### config.mk
export PLATFORM = sky130hd
export DESIGN_NAME = ccp_device_flat
export DESIGN_NICKNAME = d
export VERILOG_FILES = /design/src/common/ccp_pkg.sv /design/src/common/ccp_link_if.sv /design/src/hw/ccp_device.sv /design/src/flat_wrapper.sv
export SDC_FILE = /design/constraint.sdc
export NUM_CORES = 1
export LEC_CHECK = 0
export BUFFER_PORTS_ARGS = -buffer_cell sky130_fd_sc_hd__buf_2
export CORE_UTILIZATION = 40
export DETAILED_ROUTE_END_ITERATION = 8
export PLACE_DENSITY = 0.59
export SLEW_MARGIN = 20
export SYNTH_ARGS = -nofsm -noshare
export SYNTH_HDL_FRONTEND = slang
export SYNTH_SLANG_ARGS = --single-unit
### constraint.sdc
create_clock -name clk -period 3.04 [get_ports clk]
set_input_delay 0.152 -clock clk [delete_from_list [all_inputs] [get_ports clk]]
set_output_delay 0.152 -clock clk [all_outputs]
set_load 0.05 [all_outputs]
### src/common/ccp_pkg.sv
// Purpose: Shared constants and types for the capture clamp and output port control block.
// Assumes: One pixel clock drives both ends; register data is 8 bits wide.
// Notes:   Host register offsets are byte addresses of 32-bit Wishbone words.
package ccp_pkg;

  // ********************************
  // Device register offsets
  // ********************************
  localparam logic [7:0] CLAMP_START_OFS  = 8'h08;
  localparam logic [7:0] CLAMP_LENGTH_OFS = 8'h09;
  localparam logic [7:0] GEN_CTRL_OFS     = 8'h0A;
  localparam logic [7:0] PHASE_OFS        = 8'h0B;
  localparam logic [7:0] CLK_GEN_OFS      = 8'h0C;
  localparam logic [7:0] OUT_CTRL_OFS     = 8'h0D;

  // ********************************
  // Field positions
  // ********************************
  localparam int DUAL_PORT_BIT     = 7;
  localparam int PARALLEL_BIT      = 6;
  localparam int SYNC_POL_BIT      = 5;
  localparam int HOLD_FREQUENCY_IN_POL_BIT     = 4;
  localparam int CLAMP_SRC_BIT     = 3;
  localparam int EXT_CLAMP_POL_BIT = 2;
  localparam int CLK_SRC_BIT       = 1;
  localparam int PHASE_LSB         = 3;
  localparam int OSC_RANGE_LSB     = 5;
  localparam int PUMP_LSB          = 2;
  localparam int SWAP_WR_BIT       = 4;
  localparam int SWAP_RD_BIT       = 7;
  localparam int REVISION_LSB      = 1;

  // ********************************
  // Reset values
  // ********************************
  localparam logic [7:0] CLAMP_START_RST  = 8'h80;
  localparam logic [7:0] CLAMP_LENGTH_RST = 8'h80;
  localparam logic [7:0] GEN_CTRL_RST     = 8'hF4;
  localparam logic [4:0] PHASE_RST        = 5'h10;
  localparam logic [1:0] OSC_RANGE_RST    = 2'h1;
  localparam logic [2:0] PUMP_RST         = 3'h1;
  localparam logic       SWAP_RST         = 1'b0;
  // Arbitrary value, chosen only to be recognisable on read-back.
  localparam logic [2:0] DIE_REVISION     = 3'h2;

  // ********************************
  // Host Wishbone offsets
  // ********************************
  localparam logic [3:0] HOST_CMD_OFS    = 4'h0;
  localparam logic [3:0] HOST_STATUS_OFS = 4'h4;
  localparam logic [3:0] HOST_PIXEL_OFS  = 4'h8;
  localparam int         CMD_ADDR_LSB    = 8;
  localparam int         CMD_WRITE_BIT   = 16;

  // ********************************
  // Clamp timer states
  // ********************************
  typedef enum logic [1:0]
  {
    CL_IDLE = 2'b00,
    CL_WAIT = 2'b01,
    CL_ON   = 2'b10
  } ccp_clamp_state_t;

endpackage

### src/common/ccp_link_if.sv
// Purpose: Link between the capture device and the downstream controller.
// Assumes: Both ends run on the same pixel clock.
// Notes:   Port B is three-state; its enable is low while the device drives it.
`timescale 1ns/10ps
interface ccp_link_if;
  logic       regSel;
  logic       regWe;
  logic [7:0] regAddr;
  logic [7:0] regWrData;
  logic [7:0] regRdData;
  logic       regAck;
  logic [7:0] portAData;
  logic [7:0] portBData;
  logic       portBOe_n;
  logic       dataClk;

  modport device
  (
    input  regSel, regWe, regAddr, regWrData,
    output regRdData, regAck, portAData, portBData, portBOe_n, dataClk
  );

  modport host
  (
    output regSel, regWe, regAddr, regWrData,
    input  regRdData, regAck, portAData, portBData, portBOe_n, dataClk
  );
endinterface

### src/hw/ccp_device.sv
// Purpose: Capture device end: clamp timer, sync and hold_frequency_in polarity, clock controls, pixel port steering.
// Assumes: Pins lineSyncIn, coastIn and clampIn are asynchronous; pixels arrive on clk with pixelStrobe.
// Notes:   One register access is answered per request, one cycle after it is seen.
//
// Our own choice: the Wishbone register port.
`timescale 1ns/10ps
module ccp_device
(
  // Clock and reset
  input  wire logic       clk,
  input  wire logic       rst_n,
  // Link to the controller
  ccp_link_if.device      link,
  // Analog-side pins
  input  wire logic       lineSyncIn,
  input  wire logic       coastIn,
  input  wire logic       clampIn,
  // Converter samples
  input  wire logic [7:0] pixelIn,
  input  wire logic       pixelStrobe,
  // Front-end controls
  output logic            clampActive,
  output logic            pllHold,
  output logic            pllSyncRef,
  output logic            clockSourceExt,
  output logic [4:0]      samplePhase,
  output logic [1:0]      oscRange,
  output logic [2:0]      pumpCurrent
);

  // ********************************
  // Registers
  // ********************************
  logic [7:0] clampStart_r;
  logic [7:0] clampLength_r;
  logic [7:0] genCtrl_r;
  logic [4:0] phase_r;
  logic [1:0] oscRange_r;
  logic [2:0] pump_r;
  logic       portSwap_r;
  logic [7:0] rdData_r;
  logic       ack_r;
  logic       regWrite;
  logic [7:0] rdMux;

  assign regWrite = link.regSel & link.regWe & ~ack_r;

  always_ff @(posedge clk)
  begin
    if (!rst_n)
    begin
      clampStart_r  <= ccp_pkg::CLAMP_START_RST;
      clampLength_r <= ccp_pkg::CLAMP_LENGTH_RST;
      genCtrl_r     <= ccp_pkg::GEN_CTRL_RST;
      phase_r       <= ccp_pkg::PHASE_RST;
      oscRange_r    <= ccp_pkg::OSC_RANGE_RST;
      pump_r        <= ccp_pkg::PUMP_RST;
      portSwap_r    <= ccp_pkg::SWAP_RST;
    end
    else if (regWrite)
    begin
      unique case (link.regAddr)
        ccp_pkg::CLAMP_START_OFS:  clampStart_r  <= link.regWrData;
        ccp_pkg::CLAMP_LENGTH_OFS: clampLength_r <= link.regWrData;
        ccp_pkg::GEN_CTRL_OFS:     genCtrl_r     <= {link.regWrData[7:1], 1'b0};
        ccp_pkg::PHASE_OFS:        phase_r       <= link.regWrData[ccp_pkg::PHASE_LSB +: 5];
        ccp_pkg::CLK_GEN_OFS:
        begin
          oscRange_r <= link.regWrData[ccp_pkg::OSC_RANGE_LSB +: 2];
          pump_r     <= link.regWrData[ccp_pkg::PUMP_LSB +: 3];
        end
        ccp_pkg::OUT_CTRL_OFS:     portSwap_r    <= link.regWrData[ccp_pkg::SWAP_WR_BIT];
        default:                   ;
      endcase
    end
  end

  always_comb
  begin
    rdMux = 8'h00;
    unique case (link.regAddr)
      ccp_pkg::CLAMP_START_OFS:  rdMux = clampStart_r;
      ccp_pkg::CLAMP_LENGTH_OFS: rdMux = clampLength_r;
      ccp_pkg::GEN_CTRL_OFS:     rdMux = genCtrl_r;
      ccp_pkg::PHASE_OFS:        rdMux[ccp_pkg::PHASE_LSB +: 5] = phase_r;
      ccp_pkg::CLK_GEN_OFS:      rdMux = {1'b0, oscRange_r, pump_r, 2'b00};
      ccp_pkg::OUT_CTRL_OFS:
      begin
        rdMux[ccp_pkg::SWAP_RD_BIT]          = portSwap_r;
        rdMux[ccp_pkg::REVISION_LSB +: 3]    = ccp_pkg::DIE_REVISION;
      end
      default:                   rdMux = 8'h00;
    endcase
  end

  // Every request is answered, an unmapped address reads as zero.
  always_ff @(posedge clk)
  begin
    if (!rst_n)
    begin
      ack_r    <= 1'b0;
      rdData_r <= 8'h00;
    end
    else
    begin
      ack_r <= link.regSel & ~ack_r;
      if (link.regSel & ~ack_r)
      begin
        rdData_r <= rdMux;
      end
    end
  end

  assign link.regAck    = ack_r;
  assign link.regRdData = rdData_r;

  // ********************************
  // Pin synchronisers
  // ********************************
  // A level is accepted only when the second and third stages agree, which rejects single-cycle glitches.
  logic [2:0] pinRaw;
  logic [2:0] pinS1_r;
  logic [2:0] pinS2_r;
  logic [2:0] pinS3_r;
  logic [2:0] pinLvl_r;

  assign pinRaw = {clampIn, coastIn, lineSyncIn};

  for (genvar i = 0; i < 3; i++)
  begin : gSync
    always_ff @(posedge clk)
    begin
      if (!rst_n)
      begin
        pinS1_r[i]  <= 1'b0;
        pinS2_r[i]  <= 1'b0;
        pinS3_r[i]  <= 1'b0;
        pinLvl_r[i] <= 1'b0;
      end
      else
      begin
        pinS1_r[i] <= pinRaw[i];
        pinS2_r[i] <= pinS1_r[i];
        pinS3_r[i] <= pinS2_r[i];
        if (pinS2_r[i] == pinS3_r[i])
        begin
          pinLvl_r[i] <= pinS3_r[i];
        end
      end
    end
  end

  // ********************************
  // Sync, hold_frequency_in and clock controls
  // ********************************
  logic syncActive;
  logic syncActivePrev_r;
  logic leadEdge;
  logic trailEdge;
  logic coastActive;
  logic extClampActive;

  assign syncActive     = genCtrl_r[ccp_pkg::SYNC_POL_BIT] ? pinLvl_r[0] : ~pinLvl_r[0];
  assign leadEdge       = syncActive & ~syncActivePrev_r;
  assign trailEdge      = ~syncActive & syncActivePrev_r;
  assign coastActive    = genCtrl_r[ccp_pkg::HOLD_FREQUENCY_IN_POL_BIT] ? pinLvl_r[1] : ~pinLvl_r[1];
  assign extClampActive = genCtrl_r[ccp_pkg::EXT_CLAMP_POL_BIT] ? pinLvl_r[2] : ~pinLvl_r[2];

  always_ff @(posedge clk)
  begin
    if (!rst_n)
    begin
      syncActivePrev_r <= 1'b0;
      pllHold          <= 1'b0;
      pllSyncRef       <= 1'b0;
      clockSourceExt   <= 1'b0;
      samplePhase      <= ccp_pkg::PHASE_RST;
      oscRange         <= ccp_pkg::OSC_RANGE_RST;
      pumpCurrent      <= ccp_pkg::PUMP_RST;
    end
    else
    begin
      syncActivePrev_r <= syncActive;
      pllHold          <= coastActive;
      pllSyncRef       <= syncActive & ~coastActive;
      clockSourceExt   <= genCtrl_r[ccp_pkg::CLK_SRC_BIT];
      samplePhase      <= phase_r;
      oscRange         <= oscRange_r;
      pumpCurrent      <= pump_r;
    end
  end

  // ********************************
  // Clamp timer
  // ********************************
  // A zero start or length is unsupported; zero simply behaves as 256 here.
  ccp_pkg::ccp_clamp_state_t clampState_r;
  logic [7:0]                clampCnt_r;
  logic                      extSource;

  assign extSource = genCtrl_r[ccp_pkg::CLAMP_SRC_BIT];

  always_ff @(posedge clk)
  begin
    if (!rst_n)
    begin
      clampState_r <= ccp_pkg::CL_IDLE;
      clampCnt_r   <= 8'h00;
      clampActive  <= 1'b0;
    end
    else if (extSource)
    begin
      clampState_r <= ccp_pkg::CL_IDLE;
      clampActive  <= extClampActive;
    end
    else if (trailEdge)
    begin
      clampState_r <= ccp_pkg::CL_WAIT;
      clampCnt_r   <= clampStart_r;
      clampActive  <= 1'b0;
    end
    else
    begin
      unique case (clampState_r)
        ccp_pkg::CL_IDLE: clampActive <= 1'b0;
        ccp_pkg::CL_WAIT:
        begin
          if (clampCnt_r == 8'h01)
          begin
            clampState_r <= ccp_pkg::CL_ON;
            clampCnt_r   <= clampLength_r;
            clampActive  <= 1'b1;
          end
          else
          begin
            clampCnt_r <= clampCnt_r - 8'h01;
          end
        end
        ccp_pkg::CL_ON:
        begin
          if (clampCnt_r == 8'h01)
          begin
            clampState_r <= ccp_pkg::CL_IDLE;
            clampActive  <= 1'b0;
          end
          else
          begin
            clampCnt_r <= clampCnt_r - 8'h01;
          end
        end
        default:
        begin
          clampState_r <= ccp_pkg::CL_IDLE;
          clampActive  <= 1'b0;
        end
      endcase
    end
  end

  // ********************************
  // Pixel port steering
  // ********************************
  logic       dual;
  logic       parallel;
  logic       pixPhase_r;
  logic       toPortA;
  logic [7:0] pendA_r;
  logic [7:0] portA_r;
  logic [7:0] portB_r;
  logic       portBOe_n_r;
  logic       dataClk_r;

  assign dual     = genCtrl_r[ccp_pkg::DUAL_PORT_BIT];
  assign parallel = genCtrl_r[ccp_pkg::PARALLEL_BIT] & dual;
  assign toPortA  = pixPhase_r ~^ portSwap_r;

  always_ff @(posedge clk)
  begin
    if (!rst_n)
    begin
      pixPhase_r  <= 1'b0;
      pendA_r     <= 8'h00;
      portA_r     <= 8'h00;
      portB_r     <= 8'h00;
      portBOe_n_r <= 1'b1;
      dataClk_r   <= 1'b0;
    end
    else
    begin
      portBOe_n_r <= ~dual;
      if (leadEdge)
      begin
        pixPhase_r <= 1'b0;
      end
      else if (pixelStrobe)
      begin
        pixPhase_r <= ~pixPhase_r;
        if (!dual)
        begin
          portA_r   <= pixelIn;
          dataClk_r <= ~dataClk_r;
        end
        else if (parallel)
        begin
          if (toPortA)
          begin
            pendA_r   <= pixelIn;
            dataClk_r <= 1'b0;
          end
          else
          begin
            portA_r   <= pendA_r;
            portB_r   <= pixelIn;
            dataClk_r <= 1'b1;
          end
        end
        else if (toPortA)
        begin
          portA_r   <= pixelIn;
          dataClk_r <= 1'b1;
        end
        else
        begin
          portB_r   <= pixelIn;
          dataClk_r <= 1'b0;
        end
      end
    end
  end

  assign link.portAData = portA_r;
  assign link.portBData = portB_r;
  assign link.portBOe_n = portBOe_n_r;
  assign link.dataClk   = dataClk_r;

endmodule // ccp_device

### src/flat_wrapper.sv
// flat-port wrapper written by rule: the top's interface ports become plain ports
module ccp_device_flat 
  (clk, rst_n, lineSyncIn, coastIn, clampIn, pixelIn, pixelStrobe, clampActive, pllHold, pllSyncRef, clockSourceExt, samplePhase, oscRange, pumpCurrent, link_regSel, link_regWe, link_regAddr, link_regWrData, link_regRdData, link_regAck, link_portAData, link_portBData, link_portBOe_n, link_dataClk);
  ccp_link_if link_i ();
  input  wire logic clk;
  input  wire logic rst_n;
  input  wire logic lineSyncIn;
  input  wire logic coastIn;
  input  wire logic clampIn;
  input  wire logic [7:0] pixelIn;
  input  wire logic pixelStrobe;
  output logic clampActive;
  output logic pllHold;
  output logic pllSyncRef;
  output logic clockSourceExt;
  output logic [4:0] samplePhase;
  output logic [1:0] oscRange;
  output logic [2:0] pumpCurrent;
  input wire logic [$bits(link_i.regSel)-1:0] link_regSel;
  input wire logic [$bits(link_i.regWe)-1:0] link_regWe;
  input wire logic [$bits(link_i.regAddr)-1:0] link_regAddr;
  input wire logic [$bits(link_i.regWrData)-1:0] link_regWrData;
  output wire logic [$bits(link_i.regRdData)-1:0] link_regRdData;
  output wire logic [$bits(link_i.regAck)-1:0] link_regAck;
  output wire logic [$bits(link_i.portAData)-1:0] link_portAData;
  output wire logic [$bits(link_i.portBData)-1:0] link_portBData;
  output wire logic [$bits(link_i.portBOe_n)-1:0] link_portBOe_n;
  output wire logic [$bits(link_i.dataClk)-1:0] link_dataClk;
  assign link_i.regSel = link_regSel;
  assign link_i.regWe = link_regWe;
  assign link_i.regAddr = link_regAddr;
  assign link_i.regWrData = link_regWrData;
  assign link_regRdData = link_i.regRdData;
  assign link_regAck = link_i.regAck;
  assign link_portAData = link_i.portAData;
  assign link_portBData = link_i.portBData;
  assign link_portBOe_n = link_i.portBOe_n;
  assign link_dataClk = link_i.dataClk;
  ccp_device u_core (.clk(clk), .rst_n(rst_n), .link(link_i), .lineSyncIn(lineSyncIn), .coastIn(coastIn), .clampIn(clampIn), .pixelIn(pixelIn), .pixelStrobe(pixelStrobe), .clampActive(clampActive), .pllHold(pllHold), .pllSyncRef(pllSyncRef), .clockSourceExt(clockSourceExt), .samplePhase(samplePhase), .oscRange(oscRange), .pumpCurrent(pumpCurrent));
endmodule
After elaboration in Yosys (flattened, before gate mapping)
Index checks and enable logic that the tools add are counted.
{ "totals": {"input_bits": 32, "out_inout_bits": 41, "reg_bits": 107} }
{ "classes": {"bitwise_logic": 23, "add_sub_neg": 1, "eq_ne": 22, "reduce_logical": 19, "mux": 29} }
{ "op_table": {"columns": ["op", "n"], "rows": [
  ["8-bit 2-to-1 mux", 7],
  ["8-bit by 4-bit equality test with 1-bit output, second input constant", 6],
  ["8-bit one-hot mux with 2 select lines", 1],
  ["2-bit AND reduction", 8],
  ["1-bit inverter", 15],
  ["3-bit one-hot mux with 5 select lines", 1],
  ["1-bit 2-to-1 mux", 12],
  ["1-bit one-hot mux with 5 select lines", 2],
  ["2-bit one-hot mux with 5 select lines", 1],
  ["3-bit AND reduction", 3],
  ["8-bit by 1-bit equality test with 1-bit output, second input constant", 1],
  ["4-bit by 1-bit inequality test with 1-bit output, second input constant", 2],
  ["4-bit AND reduction", 2],
  ["8-bit by 1-bit subtractor with 8-bit output, second input constant", 1],
  ["1-bit AND", 7],
  ["2-bit by 1-bit inequality test with 1-bit output, second input constant", 3],
  ["3-bit by 1-bit inequality test with 1-bit output, second input constant", 2],
  ["3-bit inequality test, second input constant", 2],
  ["2-bit one-hot mux with 3 select lines", 1],
  ["5-bit AND reduction", 1],
  ["2-bit 2-to-1 mux", 2],
  ["1-bit one-hot mux with 2 select lines", 2],
  ["2-bit OR reduction", 2],
  ["1-bit equality test", 3],
  ["other kinds (7)", 7]
]} }

Depth between registers and ports, before layout
Gate-level depths: netlist of run 1.
{ "logic_depth": {"word_depth": 6, "depth_mapped": 9} }

Worst setup path after synthesis of run 1
OpenSTA, ideal clock, no wires.
{ "synth_path": {"kind": "register to register", "start": "register u_core.genCtrl_r[7]", "end": "register u_core.portA_r[6] (netlist: u_core.link.portAData[6])", "t_required_ns": 2.949, "stages_incl_launch_ff": 10, "setup_ns": 0.091, "n_path_buf": 2, "path_slack_ns": 0.863, "arrival_ns": 2.086, "cell_sequence": "dfxtp_1 -> clkbuf_1 -> nand2_1 -> clkinv_1 -> ha_1 -> o21ai_0 -> o211a_1 -> clkbuf_1 -> nor2_1 -> a311oi_1"} }
{ "synth_between": {"elab_chain_len": 3} }
{ "synth_lines": {"columns": ["element", "line_no", "text"], "rows": [
  ["start, declared", "ccp_device.sv:36", "logic [7:0] genCtrl_r;"],
  ["start signal, assigned", "ccp_device.sv:54", "genCtrl_r <= ccp_pkg::GEN_CTRL_RST;"],
  ["start signal, assigned", "ccp_device.sv:65", "ccp_pkg::GEN_CTRL_OFS: genCtrl_r <= {link.regWrData[7:1], 1'b0};"],
  ["1-bit AND", "ccp_device.sv:274", "assign parallel = genCtrl_r[ccp_pkg::PARALLEL_BIT] & dual;"],
  ["3-bit inequality test (no line) or 8-bit 2-to-1 mux (tied branches)", null, null],
  ["4-bit AND reduction (no line) or 8-bit 2-to-1 mux (tied branches)", null, null],
  ["end signal, assigned", "ccp_device.sv:300", "portA_r <= pixelIn;"],
  ["end signal, assigned", "ccp_device.sv:312", "portA_r <= pendA_r;"],
  ["end signal, assigned", "ccp_device.sv:319", "portA_r <= pixelIn;"],
  ["end, declared", "ccp_device.sv:268", "logic [7:0] portA_r;"]
]} }
Parallel ways exist; a longest one is shown, timed or not.
A chain may end at the register's enable or synchronous reset.

Final worst setup path of run 1
{ "layout_path": {"start": "register u_core.clampState_r[0]", "end": "register u_core.clampCnt_r[5]"} }
{ "layout_between": {"elab_chain_len": 3} }
{ "layout_lines": {"columns": ["element", "line_no", "text"], "rows": [
  ["start, declared", "ccp_device.sv:197", "ccp_pkg::ccp_clamp_state_t clampState_r;"],
  ["start signal, assigned", "ccp_device.sv:207", "clampState_r <= ccp_pkg::CL_IDLE;"],
  ["start signal, assigned", "ccp_device.sv:213", "clampState_r <= ccp_pkg::CL_IDLE;"],
  ["start signal, assigned", "ccp_device.sv:218", "clampState_r <= ccp_pkg::CL_WAIT;"],
  ["2-bit equality test or 2-bit by 1-bit equality test with 1-bit output (tied branches)", "ccp_device.sv:224", "unique case (clampState_r)"],
  ["3-bit by 2-bit inequality test with 1-bit output (no line), or another cell as far along", null, null],
  ["3-bit AND reduction (no line) or 8-bit 2-to-1 mux (tied branches)", null, null],
  ["end signal, assigned", "ccp_device.sv:219", "clampCnt_r <= clampStart_r;"],
  ["end signal, assigned", "ccp_device.sv:231", "clampCnt_r <= clampLength_r;"],
  ["end signal, assigned", "ccp_device.sv:236", "clampCnt_r <= clampCnt_r - 8'h01;"],
  ["end, declared", "ccp_device.sv:198", "logic [7:0] clampCnt_r;"]
]} }
Parallel ways exist; a longest one is shown, timed or not.

==> flow_metrics.env, run 1 <==
export IMPL_vias_per_cell=5.43
export IMPL_worstPathArrival_ns=2.54
export IMPL_area_growth_pct=18.6
export IMPL_worstHoldPathType="primary input to flop"
export IMPL_ios=73
export IMPL_overflow=0
export IMPL_ant_nets=0
export IMPL_highest_layer="met4"
export IMPL_wl_met2_um=5200
export IMPL_hpwl_um=8220
export IMPL_leakagePower_nw=2.25
export IMPL_fmaxAchievable_mhz=436
export IMPL_ys_flop_type="dfxtp_1"
export IMPL_period_needed_ns=2.29
export IMPL_postCtsHoldBufs=3
export IMPL_ys_ff_latch=107
export IMPL_syn_num_nets=536
export IMPL_dr_pass1_iters=8
export IMPL_nets=599
export IMPL_cp_startpoint="u_core.clampState_r[0]$_SDFFE_PP0P_"
export IMPL_end_kind="flop"
export IMPL_start_kind="flop"
export IMPL_port_buffers=72
export IMPL_num_rows=38
export IMPL_hold_viol=0
export IMPL_reg2regPathDepth=6
export IMPL_worst_pin_slew_ns=0.963
export IMPL_p_per_area_nw_per_um2=562
export IMPL_r2r_end="u_core.clampCnt_r[5]$_SDFFE_PN0P_"
export IMPL_syn_area_um2=4570
export IMPL_fin_tns_setup_ns=0
export IMPL_initial_core_util=0.416
export IMPL_gr_usage_all_layers=0.204
export IMPL_yosysSeqAreaShare=0.469
export IMPL_status="finished clean"
export IMPL_async_flop_share=0
export IMPL_cpPeakStageDelay_ns=0.61
export IMPL_cap_violations=0
export IMPL_setup_viol=0
export IMPL_routed_wl_met3_um=586
export IMPL_postCtsSetupBuffers=0
export IMPL_worstPathMaxFanout=8
export IMPL_clkTransAtPathRegs_ns=0.07
export IMPL_fp_dieArea_um2=11800
export IMPL_routed_wl_um=11500
export IMPL_ys_types=55
export IMPL_synth_warnings=0
export IMPL_antenna_found_initial=0
export IMPL_ir_drop_uv=403
export IMPL_grt_pass1_wl_um=18400
export IMPL_design_core_area_um2=11000
export IMPL_crit_chain="inv_1 > ha_1 > or4b_1 > or2_1 > a311o_1 > a311oi_2"
export IMPL_drive_gt1_frac=0.200
export IMPL_slew_limit_headroom=0.357
export IMPL_first_global_vias=3567
export IMPL_drt_iter0_drc=220
export IMPL_met1_length_um=5510
export IMPL_synth_enable_flop_cells=0
export IMPL_synth_avg_cell_area_um2=9.19
export IMPL_vias=3829
export IMPL_cts_sinks=107
export IMPL_required_ns=3.29
export IMPL_synth_top_cell_area_share=0.469
export IMPL_fp_dieH_um=109
export IMPL_cts_resized=0
export IMPL_cts_root_buffer="clkbuf_16"
export IMPL_cts_tree="yes"
export IMPL_clk_latency_ns=0.35
export IMPL_fin_ws_ns=0.745
export IMPL_crit_type="flop to flop"
export IMPL_cts_htree_levels=3
export IMPL_fin_crit_sh=0.755
export IMPL_drc=0
export IMPL_ctsLongestPathBuffers=2
export IMPL_place_gp_congestion=0.859
export IMPL_pre_cts_slack_ns=0.769
export IMPL_r2r_slack_ns=0.75
export IMPL_post_drt_wl_per_cell_um=16.3
export IMPL_critPathSlowestCell="or4b_1"
export IMPL_r2r_start="u_core.clampState_r[0]$_SDFFE_PP0P_"
export IMPL_yosysTopAreaCell="dfxtp_1"
export IMPL_slew_violations=0
export IMPL_num_antenna_cells=0
export IMPL_netlist_instances=497
export IMPL_yosysMostFrequentCell="dfxtp_1"
export IMPL_synth_area_leaders="dfxtp_1 47%, mux2i_1 7.9%, nand2_1 6.0%"
export IMPL_grt_max_degree=85
export IMPL_synth_common_cells="107 x dfxtp_1, 73 x nand2_1, 36 x mux2i_1"
export IMPL_clock_skew_ns=0.00561
export IMPL_numCtsBuffers=9
export IMPL_dieWidth_um=109
export IMPL_worstSetupEndpoint="u_core.clampCnt_r[5]$_SDFFE_PN0P_"
export IMPL_rsz0062_at_grt="no"
==> metrics by stage <==
step | cells | cell area, um2 | power (W) | hold WS, ns | util
2_1_floorplan | 497 | 4570 | 0.00164 | 0.277 | -
3_3_place_gp | 686 | 5030 | 0.00172 | 0.358 | 0.458
3_5_place_dp | 686 | 5030 | 0.00172 | 0.363 | 0.458
4_1_cts | 705 | 5410 | 0.00307 | 0.0592 | 0.493
5_1_grt | 705 | 5420 | 0.00316 | 0.0719 | 0.493
6_report | 705 | 5420 | 0.00304 | 0.0660 | 0.493
==> report_power, final <==
part	total (W)	internal [W]	switching, W
Combinational	0.000243	0.0000756	0.000168
Clock	0.00135	0.000829	0.000523
Sequential	0.00145	0.00143	0.0000171
==> cell families after synthesis <==
family / share of synthesized area
simple gates: 0.204
flops: 0.469
buf+inv: 0.0403
xor+xnor: 0.0153
compound gates: 0.151
fa+ha+maj: 0.0192
mux: 0.101
==> how the worst min path moves through the flow <==
stage	endpoint	cells past startpoint	startpoint	slack (ns)
3_3_place_gp	u_core.pinS1_r[1]$_SDFF_PN0_	2	coastIn	0.36
6_report	u_core.genCtrl_r[7]$_SDFFE_PN1P_	3	link_regWrData[7]	0.07
2_1_floorplan	u_core.genCtrl_r[2]$_SDFFE_PN1P_	2	link_regWrData[2]	0.28
3_5_place_dp	u_core.pinS1_r[0]$_SDFF_PN0_	2	lineSyncIn	0.36
5_1_grt	u_core.genCtrl_r[7]$_SDFFE_PN1P_	3	link_regWrData[7]	0.07
4_1_cts	u_core.genCtrl_r[2]$_SDFFE_PN1P_	3	link_regWrData[2]	0.06
==> registers in the layout, summed over array words and instances (netlist names), 7 cells and up <==
signal	flops
u_core.link.portBData	8
u_core.genCtrl_r	7
u_core.clampCnt_r	8
u_core.link.regRdData	8
u_core.clampStart_r	8
u_core.pendA_r	8
u_core.link.portAData	8
u_core.clampLength_r	8
==> cell usage in the layout, fill, tap and decap left out, types with 3 or more instances in the layout <==
cell type      netlist  routed
bufinv_16            0       3
nand3_1             21      21
and2_1              18      18
buf_4                2      10
xnor2_1              6       6
ha_1                 7       7
a2bb2oi_1            7       7
inv_1                8       8
mux2_2               9       9
a22oi_1              3       3
a222oi_1             4       4
dfxtp_1            107     107
a21oi_1              9       9
clkbuf_16            0       9
nor3b_1              5       5
a311oi_1            12      12
nand2_1             73      73
nor3_1              12      12
nand2b_1             6       6
nor2_1              32      32
dlygate4sd3_1        0       3
mux2i_1             36      36
nand4_1              5       5
buf_2                6      72
a311oi_2             3       3
o21ai_0             35      35
==> worst max-delay path: cells and delay by family, from the launching register on <==
family | cells | cell delay [ns]
adder cells (fa/ha/maj) | 1 | 0.26
AND/OR/NAND/NOR | 2 | 0.97
buffers and inverters | 1 | 0.07
AO/OA/AOI/OAI | 2 | 0.53
flip-flops | 1 | 0.35
==> cell type report <==
class	count	area (um2)
clock buffers	10	239
clock inverters	6	111
fillers	1045	5570
inverters	10	37.5
multi-input cells	347	2250
flip-flops and latches	107	2140
well taps	140	175
repair buffers	85	465
==> layer usage <==
metal / GRT usage / vias to the layer above
met1: 0.278 / 1807
met5: 0 / -
met4: 0.0656 / 0
li1: - / 1897
met3: 0.0502 / 16
met2: 0.316 / 109
(Power assumes the default switching activity.)
==> inputs of run 2 (changes only) <==
- ABC_AREA: not set -> 1
- PLACE_DENSITY: 0.59 -> 0.61
- clock period: 3.04 -> 2.1 ns (I/O delays scaled with it)
==> flow_metrics.env, run 2 <==
export IMPL_fp_dieH_um=111
export IMPL_fmaxAchievable_mhz=576
export IMPL_clock_skew_ns=0.00980
export IMPL_post_drt_wl_per_cell_um=13.6
export IMPL_setup_viol=0
export IMPL_syn_num_nets=673
export IMPL_cts_htree_levels=3
export IMPL_critPathSlowestCell="dfxtp_1"
export IMPL_place_gp_congestion=0.837
export IMPL_area_growth_pct=17.1
export IMPL_design_core_area_um2=11500
export IMPL_fin_tns_setup_ns=0
export IMPL_status="finished clean"
export IMPL_yosysSeqAreaShare=0.452
export IMPL_gr_usage_all_layers=0.193
export IMPL_initial_core_util=0.413
export IMPL_num_rows=39
export IMPL_yosysMostFrequentCell="nand2_1"
export IMPL_first_global_vias=3912
export IMPL_holdWs_ns=0.0607
export IMPL_n_fill_cell=1154
export IMPL_clkTransAtPathRegs_ns=0.08
export IMPL_p_per_area_nw_per_um2=808
export IMPL_antenna_found_initial=0
export IMPL_worstPathMaxFanout=8
export IMPL_slew_limit_headroom=0.601
export IMPL_combPwrFrac=0.153
export IMPL_finalInstanceArea_um2=5540
export IMPL_crit_type="flop to flop"
export IMPL_numCtsBuffers=9
export IMPL_synth_warnings=0
export IMPL_final_cell_mix="118 x nand2_1, 107 x dfxtp_1, 81 x inv_1"
export IMPL_syn_area_um2=4730
export IMPL_crit_chain="xor2_1 > inv_1 > ha_1 > o21ai_1 > nand2_1 > nand2_1 > a21oi_1"
export IMPL_cts_tree="yes"
export IMPL_clkPwrFrac=0.370
export IMPL_final_common_cell="nand2_1"
export IMPL_drc=0
export IMPL_drive_gt1_frac=0.192
export IMPL_cap_violations=0
export IMPL_period_needed_ns=1.74
export IMPL_routed_wl_um=11600
export IMPL_place_area_um2=5210
export IMPL_required_ns=2.34
export IMPL_power_switching_w=0.00132
export IMPL_dr_pass1_iters=5
export IMPL_end_kind="flop"
export IMPL_fp_dieArea_um2=12300
export IMPL_path_common_cell="nand2_1"
export IMPL_postCtsSetupBuffers=0
export IMPL_worst_pin_slew_ns=0.598
export IMPL_vias=4255
export IMPL_synth_area_leaders="dfxtp_1 45%, nand2_1 9.4%, inv_1 6.4%"
export IMPL_grt_pass1_wl_um=19000
export IMPL_synth_common_cells="118 x nand2_1, 107 x dfxtp_1, 81 x inv_1"
export IMPL_vias_per_cell=4.99
export IMPL_netlist_instances=634
export IMPL_slew_violations=0
export IMPL_num_antenna_cells=0
export IMPL_ios=73
export IMPL_ys_ff_latch=107
export IMPL_async_flop_share=0
export IMPL_ctsLongestPathBuffers=2
export IMPL_switching_share=0.295
export IMPL_yosysTopAreaCell="dfxtp_1"
export IMPL_start_kind="flop"
export IMPL_synth_enable_flop_cells=0
export IMPL_cts_sinks=107
export IMPL_worstPathArrival_ns=1.98
export IMPL_nets=743
export IMPL_dieWidth_um=111
export IMPL_synth_top_cell_area_share=0.452
export IMPL_ys_types=37
export IMPL_hold_viol=0
export IMPL_cpPeakStageDelay_ns=0.37
export IMPL_leakagePower_nw=2.53
export IMPL_clk_latency_ns=0.35
export IMPL_cts_root_buffer="clkbuf_16"
export IMPL_ant_nets=0
export IMPL_drt_iter0_drc=295
export IMPL_hpwl_um=8320
export IMPL_rsz0062_at_grt="no"
export IMPL_overflow=0
export IMPL_pwr_share_seq=0.477
export IMPL_intPower_w=0.00316
export IMPL_ys_flop_type="dfxtp_1"
export IMPL_worstHoldPathType="primary input to flop"
export IMPL_ir_drop_uv=499
export IMPL_fin_crit_sh=0.827
export IMPL_port_buffers=72
export IMPL_synth_avg_cell_area_um2=7.47
export IMPL_grt_max_degree=88
run 2: power groups by stage:
stage / clock network (W) / logic (W) / registers (W)
2_1_floorplan: 0 / 0.000421 / 0.00228
3_3_place_gp: 0 / 0.000667 / 0.00218
3_5_place_dp: 0 / 0.000677 / 0.00218
4_1_cts: 0.00170 / 0.000685 / 0.00214
5_1_grt: 0.00179 / 0.000762 / 0.00215
6_report: 0.00166 / 0.000684 / 0.00214
run 2: final timing paths:
kind	from	end	slack [ns]	depth (start not counted)
max	u_core.portSwap_r$_SDFFE_PN0P_	u_core.link.portAData[2]$_SDFFE_PN0P_	0.36	7
min	link_regWrData[0]	u_core.clampStart_r[0]$_SDFFE_PN0P_	0.06	3
max reg2reg	u_core.portSwap_r$_SDFFE_PN0P_	u_core.link.portAData[2]$_SDFFE_PN0P_	0.36	7
min reg2reg	u_core.pinS1_r[2]$_SDFF_PN0_	u_core.pinS2_r[2]$_SDFF_PN0_	0.41	2
run 2: per-stage QoR:
stage	worst slack, ns	utilization	cells	power, W
after floorplan	0.131	-	634	0.00270
after global placement	0.548	0.454	832	0.00285
after detailed placement	0.405	0.454	832	0.00286
after CTS	0.394	0.483	852	0.00452
after global routing	0.218	0.483	852	0.00469
final	0.363	0.483	852	0.00448
run 2: layout make-up:
| type | count | area, um2 | share of cell area |
|---|---|---|---|
| clock buffers | 9 | 225 | 0.0406 |
| clock inverters | 7 | 67.6 | 0.0122 |
| inverters | 91 | 344 | 0.0621 |
| multi-input cells | 413 | 2130 | 0.384 |
| flip-flops and latches | 107 | 2140 | 0.386 |
| well taps | 143 | 179 | 0.0323 |
| repair buffers | 82 | 458 | 0.0826 |
run 2: critical path, delay by kind of cell, from the launching register on:
kind                     cells  cell delay, ns
AO/OA/AOI/OAI                2            0.26
XOR/XNOR                     1            0.35
adder cells (fa/ha/maj)      1            0.21
buffers and inverters        1            0.08
flip-flops                   1            0.37
AND/OR/NAND/NOR              2            0.35
run 2: logic make-up (layout without fill, tap and decap cells):
logic type,Yosys count,count (layout),synth area share
compound gates,149,149,0.170
fa+ha+maj,7,7,0.0185
simple gates,253,253,0.254
flops,107,107,0.452
xor+xnor,4,4,0.00740
buf+inv,114,189,0.0980
run 2: routing by layer:
metal / vias to the layer above / global-route usage / wire length, um
met1: 1961 / 0.274 / 5800
met3: 17 / 0.0317 / 510
met2: 91 / 0.295 / 5050
met4: 0 / 0.0676 / 204
met5: - / 0 / 0
li1: 2186 / - / -
run 2: what timing repair did:
action,in CTS,in global routing
resized for setup,0,0
hold buffers,4,0
setup endpoints to repair,0,0
endpoints found under the hold margin,4,0
==> inputs of run 3 (changes only) <==
- clock period: 2.1 -> 1.5 ns (I/O delays scaled with it)
==> flow_metrics.env, run 3 (synthesis gave the netlist of run 2 again) <==
export IMPL_nets=770
export IMPL_port_buffers=72
export IMPL_final_cell_mix="112 x nand2_1, 98 x dfxtp_1, 78 x inv_1"
export IMPL_intPower_w=0.00477
export IMPL_clkPwrFrac=0.381
export IMPL_end_kind="flop"
export IMPL_place_gp_congestion=0.839
export IMPL_num_antenna_cells=0
export IMPL_hpwl_um=8580
export IMPL_routed_wl_met3_um=540
export IMPL_drive_gt1_frac=0.254
export IMPL_routed_wl_um=11700
export IMPL_switching_share=0.271
export IMPL_worstHoldPathType="primary input to flop"
export IMPL_cts_htree_levels=3
export IMPL_antenna_found_initial=0
export IMPL_met1_length_um=5500
export IMPL_worst_pin_slew_ns=0.448
export IMPL_crit_type="flop to flop"
export IMPL_status="finished clean"
export IMPL_area_growth_pct=24.8
export IMPL_cts_root_buffer="clkbuf_16"
export IMPL_slew_limit_headroom=0.701
export IMPL_first_global_vias=4100
export IMPL_worstPathMaxFanout=4
export IMPL_hold_viol=0
export IMPL_ant_nets=0
export IMPL_clk_latency_ns=0.35
export IMPL_fp_dieArea_um2=12300
export IMPL_fmaxAchievable_mhz=681
export IMPL_clock_skew_ns=0.00650
export IMPL_clkTransAtPathRegs_ns=0.07
export IMPL_period_needed_ns=1.47
export IMPL_ctsLongestPathBuffers=2
export IMPL_cap_violations=0
export IMPL_rsz0062_at_grt="yes"
export IMPL_combPwrFrac=0.161
export IMPL_dr_pass1_iters=4
export IMPL_design_core_area_um2=11500
export IMPL_highest_layer="met4"
export IMPL_cts_tree="yes"
export IMPL_post_drt_wl_per_cell_um=13.4
export IMPL_worstPathArrival_ns=1.74
export IMPL_slew_violations=0
export IMPL_vias_per_cell=4.94
export IMPL_final_common_cell="nand2_1"
export IMPL_required_ns=1.78
export IMPL_grt_pass1_wl_um=19600
export IMPL_holdWs_ns=0.0157
export IMPL_postLayoutCoreUtil=0.515
export IMPL_power_switching_w=0.00178
export IMPL_vias=4336
export IMPL_numCtsBuffers=9
export IMPL_fin_crit_sh=0.980
export IMPL_pwr_share_seq=0.458
export IMPL_dieWidth_um=111
export IMPL_drt_iter0_drc=190
export IMPL_overflow=0
export IMPL_ir_drop_uv=638
export IMPL_grt_max_degree=30
export IMPL_power_total_w=0.00655
export IMPL_setup_viol=0
export IMPL_num_rows=39
export IMPL_start_kind="flop"
export IMPL_drc=0
export IMPL_ios=73
export IMPL_p_per_area_nw_per_um2=1110
export IMPL_leakagePower_nw=2.69
export IMPL_gr_usage_all_layers=0.198
export IMPL_fp_dieH_um=111
export IMPL_wl_met2_um=5540
export IMPL_cts_sinks=107
export IMPL_initial_core_util=0.413
run 3: cell count changes in the layout (fill, tap and decap cells not counted), sizes merged:
cell         previous run  this run
buf                    78       103
bufinv                  0         2
clkbuf                  9        11
clkinv                  4         2
dlygate4sd3             4         6
inv                    94        91
run 3: layout make-up:
cell class,count,area [um2]
inverters,91,344
repair buffers,109,672
multi-input cells,413,2250
clock buffers,11,233
clock inverters,4,73.8
well taps,143,179
flip-flops and latches,107,2160
fillers,1161,5560
run 3: path summary, 6_finish.rpt:
path / start / to / slack [ns] / cells past startpoint
hold reg to reg: u_core.pinS1_r[2]$_SDFF_PN0_ / u_core.pinS2_r[2]$_SDFF_PN0_ / 0.42 / 2
hold / removal: link_regWrData[5] / u_core.genCtrl_r[5]$_SDFFE_PN1P_ / 0.02 / 3
setup reg to reg: u_core.pixPhase_r$_SDFFE_PP0P_ / u_core.link.portAData[5]$_SDFFE_PN0P_ / 0.03 / 7
setup / recovery: u_core.pixPhase_r$_SDFFE_PP0P_ / u_core.link.portAData[5]$_SDFFE_PN0P_ / 0.03 / 7
run 3: power groups by stage:
stage | combinational [W] | clock (W) | sequential [W]
finish | 0.00106 | 0.00249 | 0.00300
floorplan | 0.000598 | 0 | 0.00319
global placement | 0.000968 | 0 | 0.00305
global route | 0.00118 | 0.00267 | 0.00301
detailed placement | 0.000979 | 0 | 0.00306
CTS | 0.00101 | 0.00256 | 0.00299
run 3: repair_timing:
action | 4_1_cts | 5_1_grt
hold buffers | 6 | 0
pin swaps | 1 | 10
endpoints found under the setup margin | 8 | 36
setup buffers | 2 | 4
gates resized for setup | 0 | 44
endpoints found under the hold margin | 6 | 0
run 3: stage by stage:
stage	setup WS (ns)	std cells	setup TNS (ns)	instance area [um2]
after CTS	0.00000899	874	0	5760
after floorplan	0.00700	634	0	4780
after global routing	-0.0277	878	-0.194	5910
final	0.0307	878	0	5910
after detailed placement	-0.0400	851	-0.176	5370
after global placement	0.0604	851	0	5370
run 3: critical path: stages (launching register included):
cell	delay [ns]
dfxtp_4	0.36
xor2_2	0.17
buf_4	0.14
ha_2	0.17
o21ai_4	0.17
buf_6	0.13
nand3_1	0.07
a21oi_1	0.17
run 3: metal layers:
layer / vias to the layer above / global-route usage
met5: - / 0
met4: 0 / 0.0693
met3: 11 / 0.0421
met2: 94 / 0.320
met1: 1992 / 0.260
li1: 2239 / -
